File: config.mk
export PLATFORM = sky130hd
export DESIGN_NAME = nclea_core
export DESIGN_NICKNAME = d
export VERILOG_FILES = /design/src/hw/nclea_pkg.sv /design/src/hw/nclea_core.sv
export SDC_FILE = /design/constraint.sdc
export NUM_CORES = 1
export LEC_CHECK = 0
export BUFFER_PORTS_ARGS = -buffer_cell sky130_fd_sc_hd__clkbuf_2
export CAP_MARGIN = 10
export CELL_PAD_IN_SITES_DETAIL_PLACEMENT = 0
export CELL_PAD_IN_SITES_GLOBAL_PLACEMENT = 1
export CORE_UTILIZATION = 56
export CTS_CLUSTER_SIZE = 30
export DETAILED_ROUTE_END_ITERATION = 16
export PLACE_DENSITY = 0.82
export SLEW_MARGIN = 0
export SYNTH_ARGS = -nofsm -noshare
export SYNTH_HDL_FRONTEND = slang
export SYNTH_SLANG_ARGS = --single-unit
File: constraint.sdc
create_clock -name pclk -period 11.52 [get_ports pclk]
set_input_delay 1.728 -clock pclk [delete_from_list [all_inputs] [get_ports pclk]]
set_output_delay 1.728 -clock pclk [all_outputs]
set_load 0.02 [all_outputs]
File: src/hw/nclea_pkg.sv
// nclea_pkg: constants and types for the nibble load/exchange/arith unit
// assumes a byte-wide program store read combinationally and a 32-bit APB
package nclea_pkg;

  // data path widths
  localparam int ACC_W = 4;                  // accumulator and ram nibble
  localparam int COL_W = 4;                  // pointer column part
  localparam int ROW_W = 3;                  // pointer row part
  localparam int PC_W = 11;                  // program address width
  localparam int ROWS = 8;                   // ram rows of sixteen columns
  localparam int COLS = 16;                  // columns per ram row

  // opcodes and opcode patterns
  localparam logic [7:0] OP_LOAD_MEM = 8'h38;      // ram to accumulator
  localparam logic [7:0] OP_STORE = 8'h02;         // accumulator to ram
  localparam logic [7:0] OP_WORK_TO_COL = 8'h07;   // work_to_column_copy
  localparam logic [7:0] OP_COL_TO_WORK = 8'h12;   // column_to_work_copy
  localparam logic [7:0] OP_SWAP = 8'h28;          // plain exchange
  localparam logic [7:0] OP_SWAP_UP = 8'h3C;       // swap_then_step_up
  localparam logic [7:0] OP_SWAP_DOWN = 8'h2C;     // swap_then_step_down
  localparam logic [7:0] OP_SUM = 8'h08;           // add, skip on overflow
  localparam logic [7:0] OP_SUM_CARRY = 8'h19;     // add with carry
  localparam logic [7:0] OP_SUM_CARRY_SKIP = 8'h09; // sum_carry_then_skip
  localparam logic [7:0] OP_BCD_SUM = 8'h06;       // bcd_fix_after_sum
  localparam logic [7:0] OP_BCD_DIFF = 8'h0A;      // bcd_fix_after_difference
  localparam logic [7:0] OP_FULL_PTR = 8'h15;      // full_pointer_set, first byte
  localparam logic [3:0] HI_LOAD_IMM = 4'h9;       // load_immediate_nibble high nibble
  localparam logic [3:0] HI_ZERO_ROW = 4'h8;       // zero_row_pointer_set high nibble
  localparam logic [5:0] PAT_MEM_TOGGLE = 6'h0E;   // 001110dd
  localparam logic [5:0] PAT_SWAP_TOGGLE = 6'h0A;  // 001010dd
  localparam logic [5:0] PAT_TOGGLE_UP = 6'h0F;    // 001111dd
  localparam logic [5:0] PAT_TOGGLE_DOWN = 6'h0B;  // 001011dd

  // decimal adjust constants
  localparam logic [3:0] BCD_SUM_ADD = 4'h6;
  localparam logic [3:0] BCD_DIFF_ADD = 4'hA;

  // apb register byte offsets
  localparam logic [7:0] OFS_CTRL = 8'h00;   // bit0 run
  localparam logic [7:0] OFS_STATE = 8'h04;  // core state readback
  localparam logic [7:0] OFS_PC = 8'h08;     // program address readback
  localparam int CTRL_RUN_BIT = 0;
  localparam int ST_ACC_LSB = 0;
  localparam int ST_COL_LSB = 4;
  localparam int ST_ROW_LSB = 8;
  localparam int ST_CARRY_BIT = 12;
  localparam int ST_SKIP_BIT = 13;
  localparam int ST_CHAIN_BIT = 14;
  localparam logic CTRL_RUN_RST = 1'b0;

  // ram pointer: row part above column part
  typedef struct packed {
    logic [ROW_W-1:0] row;  // pointer_row_part
    logic [COL_W-1:0] col;  // pointer_column_part
  } nclea_ptr_t;

  // sequencer states
  typedef enum logic [1:0] {ST_FETCH, ST_OPERAND, ST_SKIP_OPERAND} nclea_state_t;

endpackage

File: src/hw/nclea_core.sv
// nclea_core: decode and execute of the load, store, transfer, exchange and add group
// assumes program bytes arrive combinationally for rom_addr, one instruction cycle per pclk
// Operation
// - load_immediate_nibble loads accumulator; string repeats skip
// - memory load copies addressed nibble to accumulator
// - memory_copy_row_toggle loads, XORs row with operand
// - full_pointer_set: two bytes, seven-bit pointer load
// - zero_row_pointer_set clears row, loads column
// - store writes accumulator to addressed nibble
// - plain exchange swaps accumulator and nibble
// - swap_then_step_up increments column, skip on zero
// - swap_then_step_down decrements column, skip on ones
// - swap_row_toggle swaps, XORs row, no skip
// - swap_toggle_step_up swaps, toggles row, increments, skips
// - swap_toggle_step_down swaps, toggles row, decrements, skips
// - plain add keeps sum, skips on overflow
// - add with carry sets carry, never skips
// - sum_carry_then_skip sets carry and skips
// - bcd_fix_after_sum adds six
// - bcd_fix_after_difference adds ten
// - skip discards whole next instruction, its bytes
// - pointer is column low, row high
// - ram is rows of sixteen columns
//
// Added by the designer: register access over APB and the address map.
`timescale 1ns/100ps
module nclea_core
(
  input wire logic pclk,
  input wire logic presetn,
  input wire logic psel,
  input wire logic penable,
  input wire logic pwrite,
  input wire logic [7:0] paddr,
  input wire logic [31:0] pwdata,
  output logic [31:0] prdata,
  output logic pready,
  output logic pslverr,
  output logic [nclea_pkg::PC_W-1:0] rom_addr,
  input wire logic [7:0] rom_data
);

  // architectural state
  logic [nclea_pkg::ACC_W-1:0] acc_r;              // accumulator
  logic [nclea_pkg::ACC_W-1:0] acc_nxt;
  nclea_pkg::nclea_ptr_t ptr_r;                     // ram_pointer
  nclea_pkg::nclea_ptr_t ptr_nxt;
  logic carry_r;                                    // carry flag
  logic carry_nxt;
  logic skip_r;                                     // next instruction is discarded
  logic skip_nxt;
  logic chain_r;                                    // last executed was immediate load
  logic chain_nxt;
  logic [nclea_pkg::PC_W-1:0] pc_r;                 // program address
  logic [nclea_pkg::PC_W-1:0] pc_nxt;
  nclea_pkg::nclea_state_t state_r;                 // sequencer state
  nclea_pkg::nclea_state_t state_nxt;
  logic run_r;                                      // software run enable
  logic [31:0] prdata_r;                            // registered read data

  // data ram and write port
  logic [nclea_pkg::ACC_W-1:0] ram_mem [nclea_pkg::ROWS][nclea_pkg::COLS];
  logic ram_we;                                     // write this cycle
  logic [nclea_pkg::ACC_W-1:0] ram_wdata;           // nibble to write
  logic [nclea_pkg::ACC_W-1:0] ram_rdata;           // addressed nibble

  // adder helpers
  logic [nclea_pkg::ACC_W:0] sum_plain;             // acc + ram
  logic [nclea_pkg::ACC_W:0] sum_carry;             // acc + ram + carry
  logic [nclea_pkg::ACC_W-1:0] col_up;              // column plus one
  logic [nclea_pkg::ACC_W-1:0] col_down;            // column minus one
  logic [nclea_pkg::ROW_W-1:0] row_toggled;         // row xor operand
  logic [1:0] operand2;                             // two-bit immediate
  logic [5:0] op_hi6;                               // top six opcode bits

  // apb decode
  logic apb_wr;                                     // write access phase
  logic apb_rd;                                     // read transfer, setup or access phase
  logic addr_hit;                                   // mapped offset

  // ram read: row selects row, column selects column
  assign ram_rdata = ram_mem[ptr_r.row][ptr_r.col];

  // shared arithmetic, carry out of bit three is overflow
  assign sum_plain = {1'b0, acc_r} + {1'b0, ram_rdata};
  assign sum_carry = {1'b0, acc_r} + {1'b0, ram_rdata} + {4'h0, carry_r};
  assign col_up = ptr_r.col + 4'h1;
  assign col_down = ptr_r.col - 4'h1;
  assign operand2 = rom_data[1:0];
  assign row_toggled = ptr_r.row ^ {1'b0, operand2};
  assign op_hi6 = rom_data[7:2];

  // program address goes straight to the store
  assign rom_addr = pc_r;

  // decode and execute for one fetched byte
  always_comb
  begin
    acc_nxt = acc_r;
    ptr_nxt = ptr_r;
    carry_nxt = carry_r;
    skip_nxt = skip_r;
    chain_nxt = chain_r;
    pc_nxt = pc_r;
    state_nxt = state_r;
    ram_we = 1'b0;
    ram_wdata = acc_r;
    if (run_r)
    begin
      unique case (state_r)
        nclea_pkg::ST_FETCH:
        begin
          pc_nxt = pc_r + 11'h001;
          if (skip_r)
          begin
            // discarded instruction, its full length consumed
            skip_nxt = 1'b0;
            chain_nxt = 1'b0;
            if (rom_data == nclea_pkg::OP_FULL_PTR)
            begin
              state_nxt = nclea_pkg::ST_SKIP_OPERAND;
            end
          end
          else
          begin
            chain_nxt = 1'b0;
            if (rom_data[7:4] == nclea_pkg::HI_LOAD_IMM)
            begin
              // first of a string loads, the rest do nothing
              chain_nxt = 1'b1;
              if (!chain_r)
              begin
                acc_nxt = rom_data[3:0];
              end
            end
            else if (rom_data[7:4] == nclea_pkg::HI_ZERO_ROW)
            begin
              // row cleared, column from operand
              ptr_nxt.row = '0;
              ptr_nxt.col = rom_data[3:0];
            end
            else if (rom_data == nclea_pkg::OP_FULL_PTR)
            begin
              // second byte carries the pointer
              state_nxt = nclea_pkg::ST_OPERAND;
            end
            else if (rom_data == nclea_pkg::OP_LOAD_MEM)
            begin
              acc_nxt = ram_rdata;
            end
            else if (rom_data == nclea_pkg::OP_STORE)
            begin
              ram_we = 1'b1;
            end
            else if (rom_data == nclea_pkg::OP_WORK_TO_COL)
            begin
              ptr_nxt.col = acc_r;
            end
            else if (rom_data == nclea_pkg::OP_COL_TO_WORK)
            begin
              acc_nxt = ptr_r.col;
            end
            else if (rom_data == nclea_pkg::OP_SWAP)
            begin
              // pointer left alone
              acc_nxt = ram_rdata;
              ram_we = 1'b1;
            end
            else if (rom_data == nclea_pkg::OP_SWAP_UP)
            begin
              acc_nxt = ram_rdata;
              ram_we = 1'b1;
              ptr_nxt.col = col_up;
              skip_nxt = (col_up == 4'h0);
            end
            else if (rom_data == nclea_pkg::OP_SWAP_DOWN)
            begin
              acc_nxt = ram_rdata;
              ram_we = 1'b1;
              ptr_nxt.col = col_down;
              skip_nxt = (col_down == 4'hF);
            end
            else if (op_hi6 == nclea_pkg::PAT_MEM_TOGGLE)
            begin
              acc_nxt = ram_rdata;
              ptr_nxt.row = row_toggled;
            end
            else if (op_hi6 == nclea_pkg::PAT_SWAP_TOGGLE)
            begin
              // never skips
              acc_nxt = ram_rdata;
              ram_we = 1'b1;
              ptr_nxt.row = row_toggled;
            end
            else if (op_hi6 == nclea_pkg::PAT_TOGGLE_UP)
            begin
              acc_nxt = ram_rdata;
              ram_we = 1'b1;
              ptr_nxt.row = row_toggled;
              ptr_nxt.col = col_up;
              skip_nxt = (col_up == 4'h0);
            end
            else if (op_hi6 == nclea_pkg::PAT_TOGGLE_DOWN)
            begin
              acc_nxt = ram_rdata;
              ram_we = 1'b1;
              ptr_nxt.row = row_toggled;
              ptr_nxt.col = col_down;
              skip_nxt = (col_down == 4'hF);
            end
            else if (rom_data == nclea_pkg::OP_SUM)
            begin
              // carry flag untouched
              acc_nxt = sum_plain[3:0];
              skip_nxt = sum_plain[4];
            end
            else if (rom_data == nclea_pkg::OP_SUM_CARRY)
            begin
              // carry only ever set here and in sum_carry_then_skip, no skip
              acc_nxt = sum_carry[3:0];
              carry_nxt = carry_r | sum_carry[4];
            end
            else if (rom_data == nclea_pkg::OP_SUM_CARRY_SKIP)
            begin
              acc_nxt = sum_carry[3:0];
              carry_nxt = carry_r | sum_carry[4];
              skip_nxt = sum_carry[4];
            end
            else if (rom_data == nclea_pkg::OP_BCD_SUM)
            begin
              acc_nxt = acc_r + nclea_pkg::BCD_SUM_ADD;
            end
            else if (rom_data == nclea_pkg::OP_BCD_DIFF)
            begin
              acc_nxt = acc_r + nclea_pkg::BCD_DIFF_ADD;
            end
            else
            begin
              // opcodes outside this group pass as one-byte no-ops
              acc_nxt = acc_r;
            end
          end
        end
        nclea_pkg::ST_OPERAND:
        begin
          // top bit of operand byte is zero, low seven bits form the pointer
          pc_nxt = pc_r + 11'h001;
          ptr_nxt = rom_data[6:0];
          state_nxt = nclea_pkg::ST_FETCH;
        end
        nclea_pkg::ST_SKIP_OPERAND:
        begin
          // second byte of a skipped two-byte instruction
          pc_nxt = pc_r + 11'h001;
          state_nxt = nclea_pkg::ST_FETCH;
        end
        default:
        begin
          state_nxt = nclea_pkg::ST_FETCH;
        end
      endcase
    end
  end

  // accumulator, pointer and flags
  always_ff @(posedge pclk or negedge presetn)
  begin
    if (!presetn)
    begin
      acc_r <= 4'h0;
      ptr_r <= '0;
      carry_r <= 1'b0;
      skip_r <= 1'b0;
      chain_r <= 1'b0;
    end
    else
    begin
      acc_r <= acc_nxt;
      ptr_r <= ptr_nxt;
      carry_r <= carry_nxt;
      skip_r <= skip_nxt;
      chain_r <= chain_nxt;
    end
  end

  // program address and sequencer
  always_ff @(posedge pclk or negedge presetn)
  begin
    if (!presetn)
    begin
      pc_r <= 11'h000;
      state_r <= nclea_pkg::ST_FETCH;
    end
    else
    begin
      pc_r <= pc_nxt;
      state_r <= state_nxt;
    end
  end

  // data ram write, contents are not cleared by reset
  always_ff @(posedge pclk)
  begin
    if (ram_we)
    begin
      ram_mem[ptr_r.row][ptr_r.col] <= ram_wdata;
    end
  end

  // apb: zero wait states, error on unmapped offsets
  assign apb_wr = psel & penable & pwrite;
  assign apb_rd = psel & ~pwrite;
  assign addr_hit = (paddr == nclea_pkg::OFS_CTRL) ||
                    (paddr == nclea_pkg::OFS_STATE) ||
                    (paddr == nclea_pkg::OFS_PC);
  assign pready = 1'b1;
  assign pslverr = psel & penable & ~addr_hit;
  assign prdata = prdata_r;

  // control register, run gates execution
  always_ff @(posedge pclk or negedge presetn)
  begin
    if (!presetn)
    begin
      run_r <= nclea_pkg::CTRL_RUN_RST;
    end
    else if (apb_wr && paddr == nclea_pkg::OFS_CTRL)
    begin
      run_r <= pwdata[nclea_pkg::CTRL_RUN_BIT];
    end
  end

  // read data captured in the setup cycle, valid through the access phase
  always_ff @(posedge pclk or negedge presetn)
  begin
    if (!presetn)
    begin
      prdata_r <= 32'h0000_0000;
    end
    else if (apb_rd && !penable)
    begin
      prdata_r <= 32'h0000_0000;
      unique case (paddr)
        nclea_pkg::OFS_CTRL:
        begin
          prdata_r[nclea_pkg::CTRL_RUN_BIT] <= run_r;
        end
        nclea_pkg::OFS_STATE:
        begin
          prdata_r[nclea_pkg::ST_ACC_LSB +: 4] <= acc_r;
          prdata_r[nclea_pkg::ST_COL_LSB +: 4] <= ptr_r.col;
          prdata_r[nclea_pkg::ST_ROW_LSB +: 3] <= ptr_r.row;
          prdata_r[nclea_pkg::ST_CARRY_BIT] <= carry_r;
          prdata_r[nclea_pkg::ST_SKIP_BIT] <= skip_r;
          prdata_r[nclea_pkg::ST_CHAIN_BIT] <= chain_r;
        end
        nclea_pkg::OFS_PC:
        begin
          prdata_r[10:0] <= pc_r;
        end
        default:
        begin
          prdata_r <= 32'h0000_0000;
        end
      endcase
    end
  end

endmodule // nclea_core

-- After elaboration in Yosys (flattened, before gate mapping)
Memories as Yosys holds them, arrays and structs flattened.
Cells that the tools add are included.
W data, S select, Z words.
- div/mod/pow operators: 0
- muxes and demuxes: 96
- multiply operators: 0
- reduce and logical (&&, ||, !) cells: 20
- equal/unequal tests: 48
- bitwise gates (word level): 25
- $add $sub $neg: 7
- shifts and indexed selects: 0
- $lt $le $gt $ge: 2
- operators by type and width (operator ; count):
    $mux W4 ; 28
    $mux W7 ; 10
    $mux W64 ; 1
    $mux W1 ; 40
    $ne A3 B3 Y1 const B ; 12
    $eq A8 B4 Y1 const B ; 4
    $eq A8 B6 Y1 const B ; 4
    $eq A6 B4 Y1 const B ; 4
    $eq A8 B3 Y1 const B ; 3
    $eq A8 B5 Y1 const B ; 3
    $pmux W10 S2 ; 1
    $reduce_and A19 Y1 ; 1
    $mux W3 ; 6
    $ne A6 B6 Y1 const B ; 3
    $not A1 Y1 ; 18
    $bmux W4 S4 ; 1
    $demux W4 S4 ; 1
    $reduce_bool A15 Y1 ; 1
    $pmux W7 S2 ; 1
    $reduce_and A13 Y1 ; 1
    $eq A4 B4 Y1 const B ; 3
    $mux W2 ; 6
    $reduce_and A12 Y1 ; 1
    $add A11 B1 Y11 const B ; 1
    31 further kinds ; 44
- latch bits: 0
- memories: 1
- bits in read-only memories: 0
- bits of input ports: 53
- bits in writable memories: 512
- register bits: 42
- memory list (name ; words ; bits a word ; rd ports ; clocked after memory_dff ; write ports ; RTL line ; source):
    ram_mem ; 8 ; 64 ; 1 ; 0 ; 1 ; nclea_core.sv:62 ; logic [nclea_pkg::ACC_W-1:0] ram_mem [nclea_pkg::ROWS][nclea_pkg::COLS];

-- Logic depth before layout (Yosys ltp)
Gate-level depths: netlist of the first run.
- word-level depth: 24
- depth in mapped cells: 20

-- Worst setup path before layout of the first run
Ideal clock, no wire load.
- path kind: input -> output
- from: in paddr[5]
- to: out pslverr
- stages: 4
- slack: 7452 ps
- required time: 9792 ps
- arrival: 2340 ps
- path buffers: 0
- path through: nor4_1 > nand2_1 > a21oi_1 > nor2_1
- longest elaborated chain between the ends: 5
- elaborated cells between the ends (all ways): 7
- RTL lines (item ; RTL line ; source):
    from (decl) ; nclea_core.sv:34 ; input wire logic [7:0] paddr,
    $eq A8 B3 Y1 or $logic_not A8 Y1 (tied branches) ; nclea_core.sv:314, nclea_core.sv:313 ;
    $logic_or A1 B1 Y1 ; nclea_core.sv:313 ; assign addr_hit = (paddr == nclea_pkg::OFS_CTRL) ||
    $logic_or A1 B1 Y1 (*) ; nclea_core.sv:314 ; (paddr == nclea_pkg::OFS_STATE) ||
    $not A1 Y1 (*) ; nclea_core.sv:317 ; assign pslverr = psel & penable & ~addr_hit;
    $and A1 B1 Y1 (*) ; nclea_core.sv:317 ;
    to (decl) ; nclea_core.sv:38 ; output logic pslverr,
Every way passes the cells marked *; elsewhere a longest branch is shown, timed or not.

-- Final worst setup path of the first run
- from: reg ptr_r[6] in the netlist's numbering
- to: reg skip_r
- longest elaborated chain between the ends: 24
- RTL lines (item ; RTL line ; source):
    from (decl) ; nclea_core.sv:46 ; nclea_pkg::nclea_ptr_t ptr_r;
    from (signal assigned) ; nclea_core.sv:279 ; ptr_r <= ptr_nxt;
    $mem_v2 Z8 W64 (*) ; - ;
    $bmux W4 S4 (*) ; nclea_core.sv:82 ; assign ram_rdata = ram_mem[ptr_r.row][ptr_r.col];
    $mux W4 (not written as such) (*) (2 in series) ; nclea_core.sv:82 ;
    $add A4 B4 Y5 (*) ; nclea_core.sv:85, nclea_core.sv:86 ;
    $add A5 B1 Y5 ; nclea_core.sv:86 ; assign sum_carry = {1'b0, acc_r} + {1'b0, ram_rdata} + {4'h0, carry_r};
    $mux W1 ; nclea_core.sv:223 ; else if (rom_data == nclea_pkg::OP_SUM_CARRY_SKIP)
    $mux W1 ; nclea_core.sv:217 ; else if (rom_data == nclea_pkg::OP_SUM_CARRY)
    $mux W1 (*) ; nclea_core.sv:211 ; else if (rom_data == nclea_pkg::OP_SUM)
    (+7 left out) ; - ;
    $mux W1 (*) ; nclea_core.sv:159 ; else if (rom_data == nclea_pkg::OP_COL_TO_WORK)
    $mux W1 (*) ; nclea_core.sv:155 ; else if (rom_data == nclea_pkg::OP_WORK_TO_COL)
    $mux W1 (*) ; nclea_core.sv:151 ; else if (rom_data == nclea_pkg::OP_STORE)
    $mux W1 (*) ; nclea_core.sv:147 ; else if (rom_data == nclea_pkg::OP_LOAD_MEM)
    $mux W1 (*) ; nclea_core.sv:142 ; else if (rom_data == nclea_pkg::OP_FULL_PTR)
    $mux W1 (*) ; nclea_core.sv:136 ; else if (rom_data[7:4] == nclea_pkg::HI_ZERO_ROW)
    $mux W1 (*) ; nclea_core.sv:127 ; if (rom_data[7:4] == nclea_pkg::HI_LOAD_IMM)
    $mux W1 (*) ; nclea_core.sv:114 ; if (skip_r)
    to (signal assigned) ; nclea_core.sv:281 ; skip_r <= skip_nxt;
    to (decl) ; nclea_core.sv:50 ; logic skip_r;
Every way passes the cells marked *; elsewhere a longest branch is shown, timed or not. The select of a mux whose other input is x is not followed.
A chain may end at the register's enable or synchronous reset.

==> summary.txt, run 1 <==
outcome = completed
Worst Setup Start Kind = flip-flop
top-count cell post-synth = edfxtp_1
IO Count = 98
antenna cells = 0
core area = 41300 um^2
initial antenna violation count = 2
top cells by count, synth = edfxtp_1 (512), nor2_1 (177), nand2_1 (98), mux2i_1 (72), a221oi_1 (57)
Max Clk Rate = 174 MHz
Leak = 0.00736 uW
gpl congestion = 0.907
post-synthesis xor/xnor area fraction = 0.777%
DR iter-0 viols = 2054
syn_area_per_cell = 14.8 um^2
skew final = 27.0 ps
Layout Cells excl Fill = 2221
Num CTS Buffers = 54
Seq/Total Area, Yosys = 69.4%
Cells after DPL = 2124
Overflow after GRT = 0
CP max FO = 45
min cycle time layout = 5750 ps
TNS Setup = 0 ps
cell accounting for the most synthesized area = edfxtp_1
worst min-delay path class = reg2reg
largest family of logic cells by synthesized area = compound AO/OA/AOI/OAI gates
Adder-Cell Fraction of Synth Area = 0.856%
detailed-routing iteration count for the pre-antenna-repair pass = 6
Syn. warnings = 0
number of post-CTS setup repair buffers = 0
Max-cap violations = 0
Initial Util = 57.4%
fraction of layout cells with a size suffix above 1 = 15.6%
DRT antenna net count = 0
Clock Latency Late Sink = 610 ps
Tot Pwr = 4180 uW
worst vdd ir = 0.115 mV
Post-synth EDFFs = 512
H-tree depth = 2
Clock Tree Buf Depth = 3
post-synthesis simple-gate area fraction = 7.78%
max-slew violation count = 0
Worst-path clk slew = 60 ps
FP Rows = 74
CTS tree = built
vias per cell = 6.69
via count = 14864
top_reg_cell synth = edfxtp_1
multiplexer share of the synthesized area = 7.39%
Synth top area share = 64.9%
synthesized area = 23700 um^2
async set or reset register ratio after synthesis = 7.58%
CP endpoint kind = flip-flop
cts repair resizes = 0
first-pass GRT wire length = 93400 um
vias in the first global route = 14280
flops & latches, synth = 554
critical path required time = 12010 ps
die height = 208 um
Layout area overhead = 10.3%
final setup fails = 0
IO buf count = 47
Area contributors post-synth = edfxtp_1 (65%), dfrtp_1 (4.4%), mux2i_1 (3.0%), nor2_1 (2.8%), mux2_2 (2.4%)
die area = 43100 um^2
drt drc = 0
post-placement cell area = 24400 um^2
Crit path arrival time = 6240 ps
fill cell count = 3017
Worst-Margin Slew = 1260 ps
CTS sink cnt = 554
CTS root buf = clkbuf_16
endpoints failing hold = 0
critical path class = reg2reg
number of nets in the layout = 1717
RSZ-0062 raised after global routing = no
routed wire length = 63100 um
pwr dens = 160 nW/um^2
gr usage total = 29.5%
post-synthesis compound-gate area fraction = 10.6%
hpwl dp = 37900 um
period utilization = 49.9%
Finished Cell Area = 26100 um^2
relative slew slack = 15.7%
CTS Hold Bufs = 0
largest net degree at the start of global routing = 107
post-synthesis cell count = 1601
WHS = 465 ps
synth unique cells = 80
Routed wire per std cell = 28.4 um
die width = 208 um
## path summary, 6_finish.rpt
kind	from	end	slack, ps	depth (start not counted)
hold / removal	prdata[14]	prdata[14]	470	2
min in group asynchronous	presetn	acc_r[1]	1320	1
setup reg to reg	ptr_r[6]	skip_r	5770	18
hold reg to reg	prdata[14]	prdata[14]	470	2
max in group asynchronous	presetn	ptr_r[6]	9390	1
setup / recovery	ptr_r[6]	skip_r	5770	18
## final cells by class
cell class / instances / area (um^2) / area share, %
inverter: 22 / 82.6 / 0.316
sequential: 554 / 16500 / 63.0
multi-input combinational: 925 / 6580 / 25.2
timing repair buffer: 92 / 589 / 2.26
clock buffer: 62 / 1400 / 5.37
tap: 532 / 666 / 2.55
clock inverter: 34 / 342 / 1.31
## stage by stage
step	setup WS, ps	utilization (%)
after floorplan	7450	-
after global placement	5970	59.0
after detailed placement	5930	59.0
after CTS	5900	63.2
after global routing	5580	63.2
final	5770	63.2
## cell usage in the layout (no fill, tap or decap), types with 20 or more instances in the layout
master     synthesis  layout
buf_4             37      43
edfxtp_1         512     512
a21oi_1           49      49
o21ai_0           40      40
dfrtp_1           42      34
a22oi_1           41      41
a221o_1           27      27
inv_1             21      21
o2bb2ai_1         20      20
nor2_1           177     176
a221oi_1          57      57
mux2i_1           72      72
nand2_1           98      98
mux2_2            50      50
clkbuf_2           3      47
clkbuf_16          0      55
## critical path, cell delays in order (launching register included)
cell and delay [ps]:
dfrtp_4 560, buf_4 610, buf_4 570, mux2i_1 280, a22oi_1 130, a221oi_1 340
a311oi_1 180, nor4_1 610, nand4_1 350, ha_1 310, inv_1 80, fa_1 430
inv_1 100, ha_1 190, nand2_1 60, nor2_1 150, xnor2_1 190, o221ai_1 180
a22o_1 220
## layer usage
metal  wire, um  vias to the layer above  track usage, %
met5          0                        -               0
met4       2420                        0            10.9
met3       7060                      152            7.16
met2      29100                      982            45.7
met1      24600                     7363            40.7
li1           -                     6367               -
## state kept, by name (all words and copies together), names as in the netlist
name	count
ram_mem	512
run_r	1
carry_r	1
acc_r	4
ptr_r	7
chain_r	1
prdata	14
rom_addr	11
skip_r	1
state_r	2
## power breakdown
| group | switching, uW | leakage (uW) | total, uW | internal (uW) |
|---|---|---|---|---|
| clock | 744 | 0.000853 | 1750 | 1000 |
| sequential | 15.2 | 0.00392 | 2190 | 2170 |
| combinational | 166 | 0.00259 | 241 | 75.4 |
| total | 925 | 0.00736 | 4180 | 3250 |
## kinds of logic (layout without fill, tap and decap cells)
family | after synthesis | after routing
AOI/OAI and AO/OA | 334 | 334
adders and majority gates | 15 | 15
and+or+nand+nor | 392 | 392
xor gates and xnor gates | 21 | 21
DFF | 554 | 554
muxes | 144 | 144
buffers and inverters | 139 | 210
other | 2 | 19
Power figures use the tool's default switching activity.
==> inputs of run 2 (changes only) <==
CORE_UTILIZATION = 47   (was 56)
PLACE_DENSITY = 0.73   (was 0.82)
clock period = 5 ns   (was 11.52 ns; I/O delays follow)
==> summary.txt, run 2 (same netlist as run 1, synthesis figures left out) <==
outcome = completed
M3 GR Usage = 4.68% (-2.5 points)
Worst-Margin Slew = 1140 ps (-117 ps)
Leak = 0.00766 uW (+4.1%)
CTS tree = built
FP Rows = 81 (+9.5%)
vias in the first global route = 14687 (+2.9%)
gpl congestion = 0.897 (-1.1%)
initial antenna violation count = 0 (-2)
Max Clk Rate = 213 MHz (+23%)
fraction of layout cells with a size suffix above 1 = 18.2% (+2.5 points)
Largest register FFs = 512 (unchanged)
RR Endpoint = skip_r
drt drc = 0 (unchanged)
Worst R2R Path Depth = 16 (-2)
reg2reg setup slack = 310 ps (-5460 ps)
Finished Cell Area = 26800 um^2 (+2.6%)
RSZ-0062 raised after global routing = no
cts repair resizes = 0 (unchanged)
detailed-routing iteration count for the pre-antenna-repair pass = 5 (-1)
DRT antenna net count = 0 (unchanged)
CP endpoint kind = flip-flop
Initial Util = 48.0% (-9.4 points)
die height = 226 um (+9.1%)
core area = 49400 um^2 (+20%)
worst vdd ir = 0.258 mV (+130%)
DR iter-0 viols = 2124 (+3.4%)
routed wire length = 66500 um (+5.3%)
post-placement cell area = 25000 um^2 (+2.7%)
endpoints failing hold = 0 (unchanged)
CTS sink cnt = 554 (unchanged)
most common cell after layout, fill and taps aside = edfxtp_1
critical path required time = 5510 ps (-6500 ps)
Overflow after GRT = 0 (unchanged)
Clock Tree Buf Depth = 3 (unchanged)
Clock Latency Late Sink = 640 ps (+30 ps)
Crit path arrival time = 5190 ps (-1050 ps)
met1 usage = 36.9% (-3.8 points)
min cycle time layout = 4690 ps (-1060 ps)
max-slew violation count = 0 (unchanged)
H-tree depth = 2 (unchanged)
die width = 226 um (+9.1%)
skew final = 29.0 ps (+2.03 ps)
via count = 15081 (+1.5%)
Max-cap violations = 0 (unchanged)
vias per cell = 6.26 (-6.4%)
RR Startpoint = ptr_r[4]
Most flops, register = ram_mem
period utilization = 93.8% (+44 points)
GRT busiest layer = met2
largest net degree at the start of global routing = 77 (-28%)
first-pass GRT wire length = 97900 um (+4.9%)
Worst Setup Start Kind = flip-flop
fill cell count = 4037 (+34%)
hpwl dp = 42100 um (+11%)
pwr dens = 365 nW/um^2 (+130%)
final setup fails = 0 (unchanged)
CTS root buf = clkbuf_16
worst min-delay path class = in2async
number of post-CTS setup repair buffers = 0 (unchanged)
number of nets in the layout = 1771 (+3.1%)
relative slew slack = 23.6% (+7.8 points)
CP max FO = 21 (-53%)
gr usage total = 26.4% (-3.1 points)
die area = 51300 um^2 (+19%)
Num CTS Buffers = 56 (+3.7%)
Worst-path clk slew = 70 ps (about the same)
grt met2 use = 42.5% (-3.2 points)
IO buf count = 47 (unchanged)
antenna cells = 0 (unchanged)
Layout area overhead = 13.2%
critical path class = reg2reg
most frequent cells in the layout = edfxtp_1 (512), nor2_1 (177), nand2_1 (98)
IO Count = 98 (unchanged)
CTS Hold Bufs = 0 (unchanged)
TNS Setup = 0 ps (unchanged)
Routed wire per std cell = 27.6 um (-2.8%)
-- run 2: worst max path at each step --
stage,startpoint,to,slack [ps]
floorplan,acc_r[1],acc_r[1],1090
global placement,ptr_r[4],skip_r,420
detailed placement,ptr_r[4],skip_r,380
CTS,ptr_r[4],skip_r,390
global route,ptr_r[4],skip_r,120
finish,ptr_r[4],skip_r,310
-- run 2: layer usage --
metal,part of all wire (%),vias to the layer above
li1,-,6456
met1,41,7641
met2,47,861
met3,9.4,123
met4,2.8,0
met5,0,-
-- run 2: cell type report --
class	instances	area, um^2	share of cell area (%)
clock inverters	34	354	1.32
inverters	22	82.6	0.308
well taps	664	831	3.10
repair buffers	144	1080	4.01
clock buffers	65	1440	5.35
flip-flops and latches	554	16500	61.4
multi-input cells	925	6580	24.5
-- run 2: report_power, final --
group	leakage [uW]	switching, uW	internal, uW
Sequential	0.00392	31.1	5010
Clock	0.000877	1790	2360
Combinational	0.00287	400	208
-- run 2: critical path, cell delays in order, from the launching register on --
cell and delay, ps:
dfrtp_4 670, buf_4 290, mux2_2 360, a221oi_1 380
nor2_1 100, a2111oi_0 610, a311o_1 220, and4bb_2 340
inv_1 60, ha_1 260, a21o_1 170, a21oi_1 160
xor2_1 230, nor2_1 90, xnor2_1 230, o221ai_1 160
a22o_1 220
-- run 2: per-stage QoR --
stage / util (%) / instances / hold WS (ps) / setup slack, ps / total power (uW)
2_1_floorplan: - / 1618 / 454 / 1090 / 5490
3_3_place_gp: 50.7 / 2309 / 456 / 420 / 5730
3_5_place_dp: 50.7 / 2309 / 464 / 382 / 5730
4_1_cts: 54.3 / 2408 / 217 / 386 / 9830
5_1_grt: 54.3 / 2408 / 256 / 120 / 10000
6_report: 54.3 / 2408 / 213 / 312 / 9800
